===== config.mk =====
export PLATFORM = sky130hd
export DESIGN_NAME = tpc_top
export DESIGN_NICKNAME = d
export VERILOG_FILES = /design/src/logic/README_none.sv /design/src/logic/tpc_pkg.sv /design/src/logic/tpc_top.sv
export VERILOG_INCLUDE_DIRS = /design/src /design/src/logic
export SDC_FILE = /design/constraint.sdc
export NUM_CORES = 1
export LEC_CHECK = 0
export ABC_AREA = 1
export ABC_CLOCK_PERIOD_IN_PS = 2900
export BUFFER_PORTS_ARGS = -buffer_cell sky130_fd_sc_hd__buf_2
export CORE_MARGIN = 8
export CORE_UTILIZATION = 60
export DETAILED_ROUTE_END_ITERATION = 10
export PLACE_DENSITY = 0.88
export REMOVE_ABC_BUFFERS = 1
export SLEW_MARGIN = 25
export SYNTH_ARGS = -nofsm -noshare
export SYNTH_HDL_FRONTEND = slang
export SYNTH_SLANG_ARGS = --single-unit

===== constraint.sdc =====
create_clock -name CORE_CLK -period 2.9 [get_ports CORE_CLK]
set_input_delay 0.435 -clock CORE_CLK [delete_from_list [all_inputs] [get_ports CORE_CLK]]
set_output_delay 0.435 -clock CORE_CLK [all_outputs]
set_load 0.01 [all_outputs]

===== src/logic/tpc_params.svh =====
// Register map, field positions and widths of the three-phase output control block
`ifndef TPC_PARAMS_SVH
`define TPC_PARAMS_SVH
`define TPC_AW        12
`define TPC_DW        8
`define TPC_DT_W      8
`define TPC_IC_W      4
`define TPC_NPH       3
`define TPC_NPIN      6
`define TPC_A_PROT    12'h00A
`define TPC_A_CTRL0   12'h348
`define TPC_A_CTRL1   12'h349
`define TPC_A_BUF0    12'h34A
`define TPC_A_BUF1    12'h34B
`define TPC_A_DEAD    12'h34C
`define TPC_A_ICNT    12'h34D
`define TPC_A_CARR    12'h34E
`define TPC_A_PDAT    12'h34F
`define TPC_A_PDIR    12'h350
`define TPC_A_POS     12'h351
`define TPC_A_SPEC    12'h39E
`define TPC_B_PREL    1
`define TPC_B_FEN     0
`define TPC_B_CEN     1
`define TPC_B_OEN     2
`define TPC_B_SAW     3
`define TPC_B_XREQ    4
`define TPC_B_SSEL    0
`define TPC_B_SUB     1
`define TPC_B_DTD     2
`define TPC_B_RLD     0
`define TPC_B_CUT     1
`define TPC_B_AUX0    2
`define TPC_B_AUX1    3
`define TPC_B_ISEL    4
`define TPC_B_RSV     5
`define TPC_B_POL     3
`define TPC_ALL_PINS  6'h3F
`endif


===== src/logic/README_none.sv =====
// Holds no logic; all logic of the block lives in tpc_top.sv


===== src/logic/tpc_pkg.sv =====
// Types of the three-phase output control block
`include "tpc_params.svh"
package tpc_pkg;
	typedef struct packed {
		logic [`TPC_AW-1:0] addr;
		logic [`TPC_DW-1:0] wdata;
		logic               wr;
		logic               rd;
	} tpc_bus_t;

	typedef struct packed {
		logic                               prot_rel;
		logic                               func_en;
		logic                               cnt_en;
		logic                               out_en;
		logic                               saw_mode;
		logic                               start_sel;
		logic                               submode;
		logic                               dt_dis;
		logic [`TPC_NPIN-1:0]               buf_first;
		logic [`TPC_NPIN-1:0]               buf_second;
		logic                               buf_new;
		logic [`TPC_DT_W-1:0]               dt_count;
		logic [`TPC_IC_W-1:0]               icnt_reload;
		logic [`TPC_IC_W-1:0]               icnt;
		logic [`TPC_DW-1:0]                 carrier;
		logic                               reload_sel;
		logic                               cut_en;
		logic [1:0]                         aux;
		logic                               irq_sel;
		logic [1:0]                         rsv;
		logic [`TPC_NPIN-1:0]               port_data;
		logic [`TPC_NPIN-1:0]               port_dir;
		logic                               pol;
		logic [`TPC_NPH-1:0]                ret;
		logic [`TPC_NPIN-1:0]               sh_first;
		logic [`TPC_NPIN-1:0]               sh_second;
		logic [`TPC_NPH-1:0]                use_second;
		logic [`TPC_NPIN-1:0]               pat_q;
		logic [`TPC_NPH-1:0][`TPC_DT_W-1:0] dt_cnt;
		logic [`TPC_NPH-1:0]                pos_prev;
		logic [`TPC_NPH-1:0]                os_prev;
		logic                               sd_s1;
		logic                               sd_s2;
		logic [`TPC_NPH-1:0]                pos_s1;
		logic [`TPC_NPH-1:0]                pos_s2;
		logic                               cut_latch;
		logic [`TPC_NPIN-1:0]               phase_o;
		logic [`TPC_NPIN-1:0]               phase_oe;
		logic [`TPC_DW-1:0]                 rdata;
		logic                               irq;
		logic                               reload;
	} tpc_state_t;
endpackage


===== src/logic/tpc_top.sv =====
// Three-phase PWM output control: pattern transfer, dead time, cutoff, position retain
//
// The address-and-strobe port was chosen for this implementation.
`timescale 1ns/10ps
`include "tpc_params.svh"
// What this block does
// - A sawtooth-mode trigger, or a triangular-mode trigger after a buffer write, copies both pattern buffers into the output shift register.
// - First pattern drives after trigger; second takes over at one-shot falling edge.
// - Trigger: carrier underflow, transfer-request write, or carrier write with select 1 while the carrier is idle.
// - Dead time is inserted only while the dead-time disable bit is 0.
// - Special mode register takes writes only while protect release is 1.
// - Reload on carrier underflow when select 0, odd phase output when 1.
// - Each auxiliary mode bit selects A/D trigger mode when 1.
// - Interrupt source 0 is direct, 1 is counter underflow with function enabled.
// - Cutoff enabled and shutdown low puts all six pins in high impedance.
// - Shutdown low clears the output enable bit regardless of cutoff enable.
// - Output enabled, cutoff off, shutdown low: pins become plain port I/O.
// - High impedance ends only when cutoff is cleared with shutdown high.
// - Output disabled: cutoff still forces high impedance; otherwise port function.
// - Function enable dedicates the timers to carrier, phases and dead time.
// - Three position inputs, one per phase, sampled on positive phase edges.
// - Each retain edge copies the position level and holds it until the next.
// - Retain polarity 0 picks rising edges, 1 picks falling edges.
// - Top bit of the special mode register reads 0; reserved bits stored.
module tpc_top (
	input  wire logic                  CORE_CLK,
	input  wire logic                  NRST,
	input  wire tpc_pkg::tpc_bus_t     REG_BUS,
	output wire logic [`TPC_DW-1:0]    RDATA,
	input  wire logic                  CARRIER_UFLOW,
	input  wire logic                  CARRIER_RUN,
	input  wire logic                  ODD_PHASE_OUT,
	input  wire logic [`TPC_NPH-1:0]   ONESHOT,
	input  wire logic                  SHUTDOWN_N,
	input  wire logic [`TPC_NPH-1:0]   POS_IN,
	output wire logic [`TPC_NPIN-1:0]  PHASE_O,
	output wire logic [`TPC_NPIN-1:0]  PHASE_OE,
	output wire logic                  CARRIER_RELOAD,
	output wire logic                  CARRIER_IRQ,
	output wire logic [1:0]            AUX_ADTRIG,
	output wire logic                  TIMERS_DEDICATED
);

	tpc_pkg::tpc_state_t        s;
	tpc_pkg::tpc_state_t        n;
	logic                       xfer_wr;
	logic                       carr_wr;
	logic                       trig;
	logic                       xfer_go;
	logic                       spec_ok;
	logic                       sd_low;
	logic                       cut_now;
	logic                       cnt_step;
	logic                       ic_under;
	logic [`TPC_NPH-1:0]        os_fall;
	logic [`TPC_NPH-1:0]        ret_edge;
	logic [`TPC_NPIN-1:0]       pat;
	logic [`TPC_NPIN-1:0]       pwm;

	function automatic logic hit(input tpc_pkg::tpc_bus_t b, input logic [`TPC_AW-1:0] a);
		return b.wr && (b.addr == a);
	endfunction

	function automatic logic [`TPC_DW-1:0] rd_val(input tpc_pkg::tpc_state_t st,
			input logic [`TPC_AW-1:0] a);
		logic [`TPC_DW-1:0] v;
		v = 8'h00;
		case (a)
			`TPC_A_PROT: v[`TPC_B_PREL] = st.prot_rel;
			`TPC_A_CTRL0: begin
				v[`TPC_B_FEN] = st.func_en;
				v[`TPC_B_CEN] = st.cnt_en;
				v[`TPC_B_OEN] = st.out_en;
				v[`TPC_B_SAW] = st.saw_mode;
			end
			`TPC_A_CTRL1: begin
				v[`TPC_B_SSEL] = st.start_sel;
				v[`TPC_B_SUB]  = st.submode;
				v[`TPC_B_DTD]  = st.dt_dis;
			end
			`TPC_A_BUF0: v[`TPC_NPIN-1:0] = st.buf_first;
			`TPC_A_BUF1: v[`TPC_NPIN-1:0] = st.buf_second;
			`TPC_A_DEAD: v = st.dt_count;
			`TPC_A_ICNT: v[`TPC_IC_W-1:0] = st.icnt;
			`TPC_A_CARR: v = st.carrier;
			`TPC_A_PDAT: v[`TPC_NPIN-1:0] = st.port_data;
			`TPC_A_PDIR: v[`TPC_NPIN-1:0] = st.port_dir;
			`TPC_A_POS: begin
				v[`TPC_NPH-1:0] = st.ret;
				v[`TPC_B_POL]   = st.pol;
			end
			`TPC_A_SPEC: begin
				// Bit 7 has no storage and always reads zero
				v[`TPC_B_RLD]         = st.reload_sel;
				v[`TPC_B_CUT]         = st.cut_en;
				v[`TPC_B_AUX0]        = st.aux[0];
				v[`TPC_B_AUX1]        = st.aux[1];
				v[`TPC_B_ISEL]        = st.irq_sel;
				v[`TPC_B_RSV +: 2]    = st.rsv;
			end
			default: v = 8'h00;
		endcase
		return v;
	endfunction

	assign xfer_wr  = hit(REG_BUS, `TPC_A_CTRL0) && REG_BUS.wdata[`TPC_B_XREQ];
	// The carrier write only starts the phase timers while the carrier is idle
	assign carr_wr  = hit(REG_BUS, `TPC_A_CARR) && s.start_sel && !CARRIER_RUN;
	assign trig     = s.func_en && (CARRIER_UFLOW || xfer_wr || carr_wr);
	// Triangular mode transfers once per buffer update, sawtooth on every trigger
	assign xfer_go  = trig && (s.saw_mode || s.buf_new);
	assign spec_ok  = hit(REG_BUS, `TPC_A_SPEC) && s.prot_rel;
	assign sd_low   = !s.sd_s2;
	assign cut_now  = s.cut_latch || (s.cut_en && sd_low);
	assign os_fall  = s.os_prev & ~ONESHOT;
	// Mode 0 counts every underflow whatever the count enable says
	assign cnt_step = CARRIER_UFLOW && (s.cnt_en || !s.submode);
	assign ic_under = cnt_step && (s.icnt == 4'h0);

	generate
		for (genvar i = 0; i < `TPC_NPH; i++) begin : g_ph
			assign pat[2*i +: 2] = s.use_second[i] ? s.sh_second[2*i +: 2]
			                                       : s.sh_first[2*i +: 2];
			// Both legs held inactive while the dead-time count runs
			assign pwm[2*i +: 2] = (s.dt_cnt[i] != 8'h00 && !s.dt_dis) ? 2'b00
			                                                           : s.pat_q[2*i +: 2];
			assign ret_edge[i] = s.pol ? (s.pos_prev[i] & ~pwm[2*i])
			                           : (~s.pos_prev[i] & pwm[2*i]);
		end
	endgenerate

	always_comb begin
		n = s;
		n.sd_s1  = SHUTDOWN_N;
		n.sd_s2  = s.sd_s1;
		n.pos_s1 = POS_IN;
		n.pos_s2 = s.pos_s1;
		n.irq    = 1'b0;
		n.reload = 1'b0;
		n.rdata  = 8'h00;
		n.os_prev  = ONESHOT;
		n.pos_prev = {pwm[4], pwm[2], pwm[0]};

		for (int i = 0; i < `TPC_NPH; i++) begin
			if (os_fall[i]) begin
				n.use_second[i] = 1'b1;
			end
			if (pat[2*i +: 2] != s.pat_q[2*i +: 2] && !s.dt_dis) begin
				n.dt_cnt[i] = s.dt_count;
			end else if (s.dt_cnt[i] != 8'h00) begin
				n.dt_cnt[i] = s.dt_cnt[i] - 8'h01;
			end
			if (ret_edge[i]) begin
				n.ret[i] = s.pos_s2[i];
			end
		end
		n.pat_q = pat;

		if (xfer_go) begin
			n.sh_first   = s.buf_first;
			n.sh_second  = s.buf_second;
			n.use_second = 3'h0;
			n.buf_new    = 1'b0;
		end

		// Counter reloads itself from the last written value on its own underflow
		if (cnt_step) begin
			n.icnt = ic_under ? s.icnt_reload : s.icnt - 4'h1;
		end
		n.irq    = (s.irq_sel && s.func_en) ? ic_under : CARRIER_UFLOW;
		n.reload = s.reload_sel ? ODD_PHASE_OUT : CARRIER_UFLOW;

		if (hit(REG_BUS, `TPC_A_PROT)) begin
			n.prot_rel = REG_BUS.wdata[`TPC_B_PREL];
		end
		if (hit(REG_BUS, `TPC_A_CTRL0)) begin
			n.func_en  = REG_BUS.wdata[`TPC_B_FEN];
			n.cnt_en   = REG_BUS.wdata[`TPC_B_CEN];
			n.out_en   = REG_BUS.wdata[`TPC_B_OEN];
			n.saw_mode = REG_BUS.wdata[`TPC_B_SAW];
		end
		if (hit(REG_BUS, `TPC_A_CTRL1) && s.prot_rel) begin
			n.start_sel = REG_BUS.wdata[`TPC_B_SSEL];
			n.submode   = REG_BUS.wdata[`TPC_B_SUB];
			n.dt_dis    = REG_BUS.wdata[`TPC_B_DTD];
		end
		// A buffer write in the trigger cycle still marks fresh data
		if (hit(REG_BUS, `TPC_A_BUF0)) begin
			n.buf_first = REG_BUS.wdata[`TPC_NPIN-1:0];
			n.buf_new   = 1'b1;
		end
		if (hit(REG_BUS, `TPC_A_BUF1)) begin
			n.buf_second = REG_BUS.wdata[`TPC_NPIN-1:0];
			n.buf_new    = 1'b1;
		end
		if (hit(REG_BUS, `TPC_A_DEAD)) begin
			n.dt_count = REG_BUS.wdata;
		end
		// Software must not collide with an underflow here; the write wins if it does
		if (hit(REG_BUS, `TPC_A_ICNT)) begin
			n.icnt        = REG_BUS.wdata[`TPC_IC_W-1:0];
			n.icnt_reload = REG_BUS.wdata[`TPC_IC_W-1:0];
		end
		if (hit(REG_BUS, `TPC_A_CARR)) begin
			n.carrier = REG_BUS.wdata;
		end
		if (hit(REG_BUS, `TPC_A_PDAT)) begin
			n.port_data = REG_BUS.wdata[`TPC_NPIN-1:0];
		end
		if (hit(REG_BUS, `TPC_A_PDIR)) begin
			n.port_dir = REG_BUS.wdata[`TPC_NPIN-1:0];
		end
		if (hit(REG_BUS, `TPC_A_POS)) begin
			n.pol = REG_BUS.wdata[`TPC_B_POL];
		end
		if (spec_ok) begin
			n.reload_sel = REG_BUS.wdata[`TPC_B_RLD];
			n.cut_en     = REG_BUS.wdata[`TPC_B_CUT];
			n.aux[0]     = REG_BUS.wdata[`TPC_B_AUX0];
			n.aux[1]     = REG_BUS.wdata[`TPC_B_AUX1];
			n.irq_sel    = REG_BUS.wdata[`TPC_B_ISEL];
			n.rsv        = REG_BUS.wdata[`TPC_B_RSV +: 2];
		end

		// Hardware clear wins over a software set so shutdown cannot be overridden
		if (sd_low) begin
			n.out_en = 1'b0;
		end
		if (s.cut_en && sd_low) begin
			n.cut_latch = 1'b1;
		end else if (!s.cut_en && !sd_low) begin
			n.cut_latch = 1'b0;
		end

		if (cut_now) begin
			n.phase_o  = 6'h00;
			n.phase_oe = 6'h00;
		end else if (s.out_en && s.func_en) begin
			n.phase_o  = pwm;
			n.phase_oe = `TPC_ALL_PINS;
		end else begin
			n.phase_o  = s.port_data;
			n.phase_oe = s.port_dir;
		end

		if (REG_BUS.rd) begin
			n.rdata = rd_val(s, REG_BUS.addr);
		end
	end

	always_ff @(posedge CORE_CLK or negedge NRST) begin
		if (!NRST) begin
			s <= '0;
		end else begin
			s <= n;
		end
	end

	assign RDATA            = s.rdata;
	assign PHASE_O          = s.phase_o;
	assign PHASE_OE         = s.phase_oe;
	assign CARRIER_RELOAD   = s.reload;
	assign CARRIER_IRQ      = s.irq;
	assign AUX_ADTRIG       = s.aux;
	assign TIMERS_DEDICATED = s.func_en;
endmodule


# Yosys cells after proc, flatten, opt, wreduce, memory -nomap -nowiden

Index checks and enable logic that the tools add are counted.

Eq/ne operators: 16
Mux-type cells: 41
Bitwise logic cells: 14
$add $sub $neg: 4
Reduce and logical (&&, ||, !) cells: 54

Operators with widths:

| kind                                                   | count |
|---|---|
| equality test 12 x 10 -> 1 bit (second input constant) | 11 |
| 2-to-1 mux 8 bit                                       | 7 |
| logical AND 1 bit                                      | 31 |
| 2-to-1 mux 12 bit                                      | 2 |
| nonzero test 8 bit                                     | 3 |
| subtractor 8 x 1 -> 8 bit (second input constant)      | 3 |
| case mux 1 bit (11 select lines)                       | 2 |
| nonzero test 2 bit                                     | 8 |
| 2-to-1 mux 1 bit                                       | 14 |
| 2-to-1 mux 2 bit                                       | 7 |
| case mux 2 bit (7 select lines)                        | 1 |
| equality test 12 x 4 -> 1 bit (second input constant)  | 1 |
| 2-to-1 mux 4 bit                                       | 3 |
| case mux 1 bit (12 select lines)                       | 1 |
| case mux 1 bit (10 select lines)                       | 1 |
| bitwise AND 1 bit                                      | 6 |
| inequality test 2 bit                                  | 3 |
| inverter 1 bit                                         | 6 |
| zero test 1 bit                                        | 5 |
| logical OR 1 bit                                       | 5 |
| zero test 4 bit                                        | 1 |
| subtractor 4 x 1 -> 4 bit (second input constant)      | 1 |
| bitwise AND 3 bit                                      | 1 |
| 2-to-1 mux 3 bit                                       | 1 |
| other kinds (5)                                        | 5 |

Output and inout bits: 25
Register bits: 150
Input bits: 34
Logic and storage cells: 176

# Depth between registers and ports, before layout

Gate-level depths: netlist of run 1.

Depth after elaboration: 10
Mapped depth: 14
Gate-level depth less buffers: 14

# Least setup slack after synthesis of run 1

OpenSTA, ideal clock, no wires.

Kind: reg-to-reg
Start: register s[37] (netlist bit)
End: register s[82] (netlist bit)
Arrival time: 1486 ps
Stages on the path, launching flop included: 14
Buffers on the path: 0
Library setup time: 116 ps
Clock period less this slack: 1602 ps
Slack: 1298 ps
Required time: 2784 ps
Path through: dfrtp_1 inv_1 ha_1 nand2_1 nor2_1 nand2_1 nor2_1 nand2_1 nand2_1 nand2_1 o21ai_0 nand2_1 nand2_1 nand2_1

Word-level cells in the longest chain between the ends: 6
Elaborated cells on any way between the ends: 7
Those cells by class: mux: 2; bitwise: 3; reduce/logical: 2

RTL lines:

| what                   | line           | text |
|---|---|---|
| from (decl)            | tpc_top.sv:44  | `tpc_pkg::tpc_state_t s;` |
| from (signal assigned) | tpc_top.sv:255 | `s <= n;` |
| nonzero test 8 bit (*) | tpc_top.sv:125 | `assign pwm[2*i +: 2] = (s.dt_cnt[i] != 8'h00 && !s.dt_dis) ? 2'b00` |
| logical AND 1 bit (*)  | tpc_top.sv:125 |  |
| 2-to-1 mux 2 bit (*)   | tpc_top.sv:125 |  |
| inverter 1 bit         | tpc_top.sv:127 | `assign ret_edge[i] = s.pol ? (s.pos_prev[i] & ~pwm[2*i])` |
| bitwise AND 1 bit      | tpc_top.sv:127 |  |
| 2-to-1 mux 1 bit (*)   | tpc_top.sv:127 |  |

Mark *: on every way between the ends. The rest lies on a longest branch, timed or not.
A chain may end at the register's enable or synchronous reset.

# Worst setup path in the final report of run 1

Ends and elaborated chain as after synthesis.

==> results of run 1 <==
cell usage in the layout, fill, tap and decap left out, drive strengths merged, types with 15 or more instances in the layout:
master,count
buf,65
o21ai,93
clkbuf,22
a21oi,15
nand4,31
nand3,61
nor2,75
dfrtp,150
xor2,15
inv,101
nand2,237
what timing repair did:
action / CTS / global route
hold endpoints to repair: 3 / 0
hold buffers: 1 / 0
resized for setup: 0 / 0
setup buffers: 0 / 0
layer usage:
| layer | wire length, um | part of all wire (%) | GRT usage [%] | vias up |
|---|---|---|---|---|
| met3 | 1313 | 7.2 | 5.237 | 56 |
| li1 | - | - | - | 2879 |
| met4 | 472 | 2.6 | 8.328 | 0 |
| met1 | 7424 | 40 | 28.99 | 2917 |
| met5 | 0 | 0 | 0 | - |
| met2 | 9138 | 50 | 39.39 | 247 |
layout make-up:
cell class | instances | area [um2] | share of cell area, %
tap | 147 | 183.9 | 2.230
multi-input combinational | 572 | 2920 | 35.41
clock inverter | 10 | 142.6 | 1.729
inverter | 104 | 394.1 | 4.779
clock buffer | 22 | 494.2 | 5.992
sequential | 150 | 3754 | 45.51
timing repair buffer | 66 | 359.1 | 4.354
cell families after synthesis:
group | count (synthesis) | share of synthesized area, %
AND/OR/NAND/NOR | 413 | 25.42
flip-flops | 150 | 50.86
buffers and inverters | 147 | 9.562
AO/OA/AOI/OAI | 126 | 9.800
XOR/XNOR | 23 | 2.730
adder cells (fa/ha/maj) | 7 | 1.187
multiplexers | 3 | 0.4408
state kept, by name, indices dropped and copies added (netlist names):
signal	count
s	121
AUX_ADTRIG	2
n	4
PHASE_O	6
CARRIER_RELOAD	1
CARRIER_IRQ	1
RDATA	8
PHASE_OE	6
TIMERS_DEDICATED	1
cells in the mapped netlist, drive strengths merged:
| cell | n |
|---|---|
| nand4 | 31 |
| nand3b | 2 |
| o22ai | 7 |
| nor2 | 75 |
| buf | 38 |
| nand3 | 61 |
| xnor2 | 8 |
| ha | 7 |
| mux2i | 1 |
| nor3b | 1 |
| inv | 100 |
| nor3 | 3 |
| clkbuf | 5 |
| dfrtp | 150 |
| xor2 | 15 |
| a32oi | 1 |
| or2 | 3 |
| o211ai | 9 |
| clkinv | 4 |
| mux2 | 2 |
| o21ai | 93 |
| a31oi | 1 |
| a21oi | 15 |
| nand2 | 237 |
metrics by stage:
stage | hold slack (ns) | instances | setup slack [ns] | area (um2) | total power, mW
2_1_floorplan | 0.1394 | 826 | 0.7146 | 7068 | 2.370
3_5_place_dp | 0.3378 | 1038 | 0.6947 | 7601 | 2.513
4_1_cts | 0.1060 | 1071 | 0.8721 | 8248 | 4.831
6_report | 0.1155 | 1071 | 0.8468 | 8248 | 4.820
3_3_place_gp | 0.3330 | 1038 | 0.7804 | 7601 | 2.496
5_1_grt | 0.09989 | 1071 | 0.6631 | 8248 | 4.960
how the worst max path moves through the flow:
stage / slack [ns] / endpoint
2_1_floorplan: 0.71 / TIMERS_DEDICATED
3_3_place_gp: 0.78 / s[130]
3_5_place_dp: 0.69 / s[134]
4_1_cts: 0.87 / s[82]
5_1_grt: 0.66 / s[82]
6_report: 0.85 / s[82]
power by group through the flow:
stage / clock [mW] / sequential [mW] / combinational [mW]
2_1_floorplan: 0 / 2.20 / 0.171
3_3_place_gp: 0 / 2.21 / 0.289
3_5_place_dp: 0 / 2.21 / 0.302
4_1_cts: 2.35 / 2.17 / 0.308
5_1_grt: 2.44 / 2.18 / 0.338
6_report: 2.34 / 2.18 / 0.307
worst max-delay path, delay by kind of cell (launching register included):
kind,cells,cell delay (ns)
adders and majority gates,1,0.19
AOI/OAI and AO/OA,1,0.16
buffers and inverters,1,0.11
and+or+nand+nor,10,1.09
DFF,1,0.38
==> results_dict.tcl, run 1 <==
set metrics [dict create \
    fin_crit_sh_pct 70.80 \
    synth_top_area_cell "dfrtp_1" \
    status "finished, final reports clean" \
    rows 40 \
    clock_path_buffers 2 \
    cpPeakStageDelay_ns 0.38 \
    netlist_instances 869 \
    initial_core_util_pct 61.44 \
    crit_top_cell "nand2_1" \
    drc 0 \
    p_seq_share_pct 45.1 \
    viasPerCell 5.695 \
    r2r_slack_ns 0.85 \
    clock-sinks 150 \
    drtIter0Drc 576 \
    vias 6099 \
    p_clk_share_pct 48.5 \
    die_w_um 126.9 \
    path_clk_slew_ns 0.06 \
    power.density_mw_per_mm2 584.4 \
    worstReg2RegEnd "s[82]" \
    ys_ff_latch 150 \
    synth_top_area_share_pct 50.86 \
    gr-usage-all-layers_pct 23.39 \
    hold_viol_final 0 \
    first_pass_iters 6 \
    hold_path_class "primary input to flip-flop" \
    holdPathStages 1 \
    tightest_slew_ns 0.8167 \
    crit_path_start_kind "flip-flop" \
    min_to "n[24]" \
    cp_slowest_cell "dfrtp_1" \
    worst_ep_arrival_time_ns 2.37 \
    setup_viol 0 \
    fin_util_pct 68.67 \
    syn_area_mm2 0.007380 \
    cts_tree "done" \
    critPathMaxFanout 8 \
    cp_cell_sequence "inv_1, ha_1, nand2_1, nor2_1, nand2_1, nor2_1, nand2_1, nand2_1, nand2_1, o21ai_0, nand2_1, nand2_1, nand2_1" \
    crit_start "s[37]" \
    maxCapViolations 0 \
    min-delay-start "POS_IN[1]" \
    die_y_um 126.9 \
    ys_types 38 \
    max_slew_margin_pct 45.35 \
    combPwrFrac_pct 6.4 \
    fin_setup_tns_ns 0 \
    crit_type "flip-flop to flip-flop" \
    reg2reg_depth 13 \
    grt_max_degree 63 \
    place.gp.congestion 1.024 \
    ios 59 \
    num_antenna_cells 0 \
    p_sw_mw 1.109 \
    p_leak_nw 4.392 \
    syn_area_per_cell_um2 8.492 \
    ys_top_cells_by_area "dfrtp_1 (51%), nand2_1 (12%), inv_1 (4.6%)" \
    crit_required_ns 3.21 \
    rsz0062_at_grt "false" \
    vdd_drop_max_mv 0.4234 \
    ys_seq_area_share_pct 50.86 \
    cts-root-buf "clkbuf_16" \
    maxClockFrequency_ghz 0.4870 \
    fill_cells 930 \
    layout-drive-gt1-share_pct 16.99 \
    post-dp-hpwl_mm 13.00 \
    port_buffers 58 \
    grt_antenna_before_repair 0 \
    finalNetCount 952 \
    intPower_mw 3.711 \
    skew_ns 0.007674 \
    slew_viol_final 0 \
    cp-end-kind "flip-flop" \
    switching_share_pct 23.01 \
    htree_levels 4 \
    period_needed_ns 2.053 \
    grt_pass1_wl_mm 29.66 \
    coreArea_mm2 0.01201 \
    grt_overflow 0 \
    r2r_start "s[37]" \
    clock_latency_ns 0.42 \
    wl_per_cell_um 17.13 \
    yosysWarnings 0 \
    grt_pass1_vias 5927 \
    antenna_left 0 \
    die-area_mm2 0.01610 \
    wl_mm 18.35 \
    cts_buffers 17 \
    area_growth_pct 11.77 \
]
(Power assumes the default switching activity.)
==> inputs of run 2 (changes only) <==
--- a/config.mk
+++ b/config.mk
@@ -7,7 +7,7 @@
 export NUM_CORES = 1
 export LEC_CHECK = 0
 export ABC_AREA = 1
-export ABC_CLOCK_PERIOD_IN_PS = 2900
+export ABC_CLOCK_PERIOD_IN_PS = 1930
 export BUFFER_PORTS_ARGS = -buffer_cell sky130_fd_sc_hd__buf_2
 export CORE_MARGIN = 8
 export CORE_UTILIZATION = 60
==> constraint.sdc (replaced) <==
create_clock -name CORE_CLK -period 1.93 [get_ports CORE_CLK]
set_input_delay 0.2895 -clock CORE_CLK [delete_from_list [all_inputs] [get_ports CORE_CLK]]
set_output_delay 0.2895 -clock CORE_CLK [all_outputs]
set_load 0.01 [all_outputs]
==> run 2 against run 1 <==
Against the previous run: clock skew increased by 0.0021 ns; design area grew 1.5%; sequential share of layout area shrank 0.68 points; combinational power up 57%; die area is the same; flip-flop and latch count stayed put; total power up 45%; clock-buffer cell count is 2 higher; fmax is 16% higher; setup slack got worse by 0.69 ns; critical endpoint is now s[83]; highest routed layer unchanged.
==> results_dict.tcl, run 2 (synthesis results as in run 1) <==
set metrics [dict create \
    critical_path.top_delay_family "simple AND/OR/NAND/NOR gates" \
    post-dp-hpwl_mm 13.01 \
    fin_crit_sh_pct 91.69 \
    vdd_drop_max_mv 0.7927 \
    grt_pass1_vias 6060 \
    clock-sinks 150 \
    cpPeakStageDelay_ns 0.38 \
    grt_overflow 0 \
    p_leak_nw 4.434 \
    die-area_mm2 0.01610 \
    layout-drive-gt1-share_pct 17.59 \
    drtIter0Drc 609 \
    maxClockFrequency_ghz 0.5651 \
    cts_setup_buffers 0 \
    r2r_start "s[45]" \
    top_register "s" \
    worstSetupPathDepth 10 \
    drc 0 \
    placed_cells 1045 \
    wl_mm 18.21 \
    viasPerCell 5.698 \
    crit_required_ns 2.27 \
    hold_path_class "primary input to flip-flop" \
    cp_slowest_cell "dfrtp_1" \
    reg2reg_depth 10 \
    slew_viol_final 0 \
    final_cell_mix "nand2_1 (228), dfrtp_1 (150), inv_1 (90)" \
    crit_path_end "s[83]" \
    finalInstanceArea_mm2 0.008373 \
    skew_ns 0.009761 \
    cp-end-kind "flip-flop" \
    finalNetCount 966 \
    path_clk_slew_ns 0.06 \
    wl_per_cell_um 16.79 \
    antenna_left 0 \
    maxCapViolations 0 \
    final_common_cell "nand2_1" \
    coreArea_mm2 0.01201 \
    worstReg2RegEnd "s[83]" \
    largest_reg_flops 121 \
    tightest_slew_ns 0.5351 \
    clock_path_buffers 2 \
    dpl_cell_area_mm2 0.007704 \
    r2r_slack_ns 0.16 \
    top_layer "met4" \
    vias 6182 \
    cts_tree "done" \
    grt_pass1_wl_mm 29.99 \
    clock_latency_ns 0.43 \
    wl_met3_mm 1.406 \
    gr-usage-all-layers_pct 23.66 \
    initial_core_util_pct 61.44 \
    max_slew_margin_pct 64.28 \
    met2WireLength_mm 8.661 \
    crit_start "s[45]" \
    design_power_total_mw 7.001 \
    crit_type "flip-flop to flip-flop" \
    cts-root-buf "clkbuf_16" \
    first_pass_iters 6 \
    seq_area_mm2 0.003754 \
    crit_buf_inv 1 \
    power.density_mw_per_mm2 836.1 \
    place.gp.congestion 1.004 \
    multi_input_area_mm2 0.002930 \
    num_antenna_cells 0 \
    die_w_um 126.9 \
    cp_cell_sequence "inv_1, ha_2, nand2_1, nor2_1, nand3_2, nand2_1, nand2_1, o21ai_0, nand2_1, o21ai_0" \
    fill_cells 927 \
    htree_levels 4 \
    rows 40 \
    crit_path_start_kind "flip-flop" \
    cts_buffers 17 \
    rsz0062_at_grt "false" \
    hold_viol_final 0 \
    fin_util_pct 69.71 \
    grt_antenna_before_repair 0 \
    crit_top_cell "nand2_1" \
    status "finished, final reports clean" \
    wl_met1_mm 7.436 \
    setup_viol 0 \
    fin_setup_tns_ns 0 \
    area_growth_pct 13.46 \
    die_y_um 126.9 \
    period_needed_ns 1.770 \
    worst_ep_arrival_time_ns 2.11 \
    grt_max_degree 54 \
    port_buffers 58 \
    ios 59 \
    critPathMaxFanout 4 \
    fin_cells 1085 \
]
-- run 2: power breakdown --
part           switching, mW  total, mW  internal (mW)
Combinational          0.306      0.481          0.175
Sequential            0.0599       3.27           3.21
Clock                   1.25       3.25           2.00
-- run 2: worst min path at each step --
stage	slack, ns	cells after the start	endpoint	from
after detailed placement	0.28	1	s[47]	NRST
after global routing	0.07	3	CARRIER_RELOAD	ODD_PHASE_OUT
after global placement	0.28	1	s[46]	NRST
after CTS	0.06	3	CARRIER_RELOAD	ODD_PHASE_OUT
after floorplan	-0.006	0	AUX_ADTRIG[0]	NRST
final	0.07	3	CARRIER_RELOAD	ODD_PHASE_OUT
-- run 2: worst min-delay path, cell delays in order --
cell     delay [ns]
buf_2          0.07
nand2_1        0.04
o21ai_0        0.06
-- run 2: area by class of cell --
type | instances | area share (%)
clock buffers | 24 | 5.753
well taps | 147 | 2.197
repair buffers | 80 | 6.351
inverters | 104 | 4.707
flip-flops and latches | 150 | 44.83
clock inverters | 8 | 1.166
multi-input cells | 572 | 35.00
-- run 2: metrics by stage --
step | setup slack, ns | hold WS [ns]
2_1_floorplan | -0.1099 | -0.006091
3_3_place_gp | 0.1857 | 0.2766
3_5_place_dp | 0.1312 | 0.2799
4_1_cts | 0.1119 | 0.06413
5_1_grt | 0.004161 | 0.07229
6_report | 0.1603 | 0.07333
-- run 2: routing by layer --
layer  vias up  track usage (%)
met2       285            38.17
met3        67            6.410
met5         -                0
met4         0            11.48
met1      2927            28.87
li1       2903                -
-- run 2: timing repair --
action | CTS | global route
hold buffers | 8 | 0
setup endpoints to repair | 0 | 2
gates resized for setup | 0 | 5
hold endpoints to repair | 57 | 0
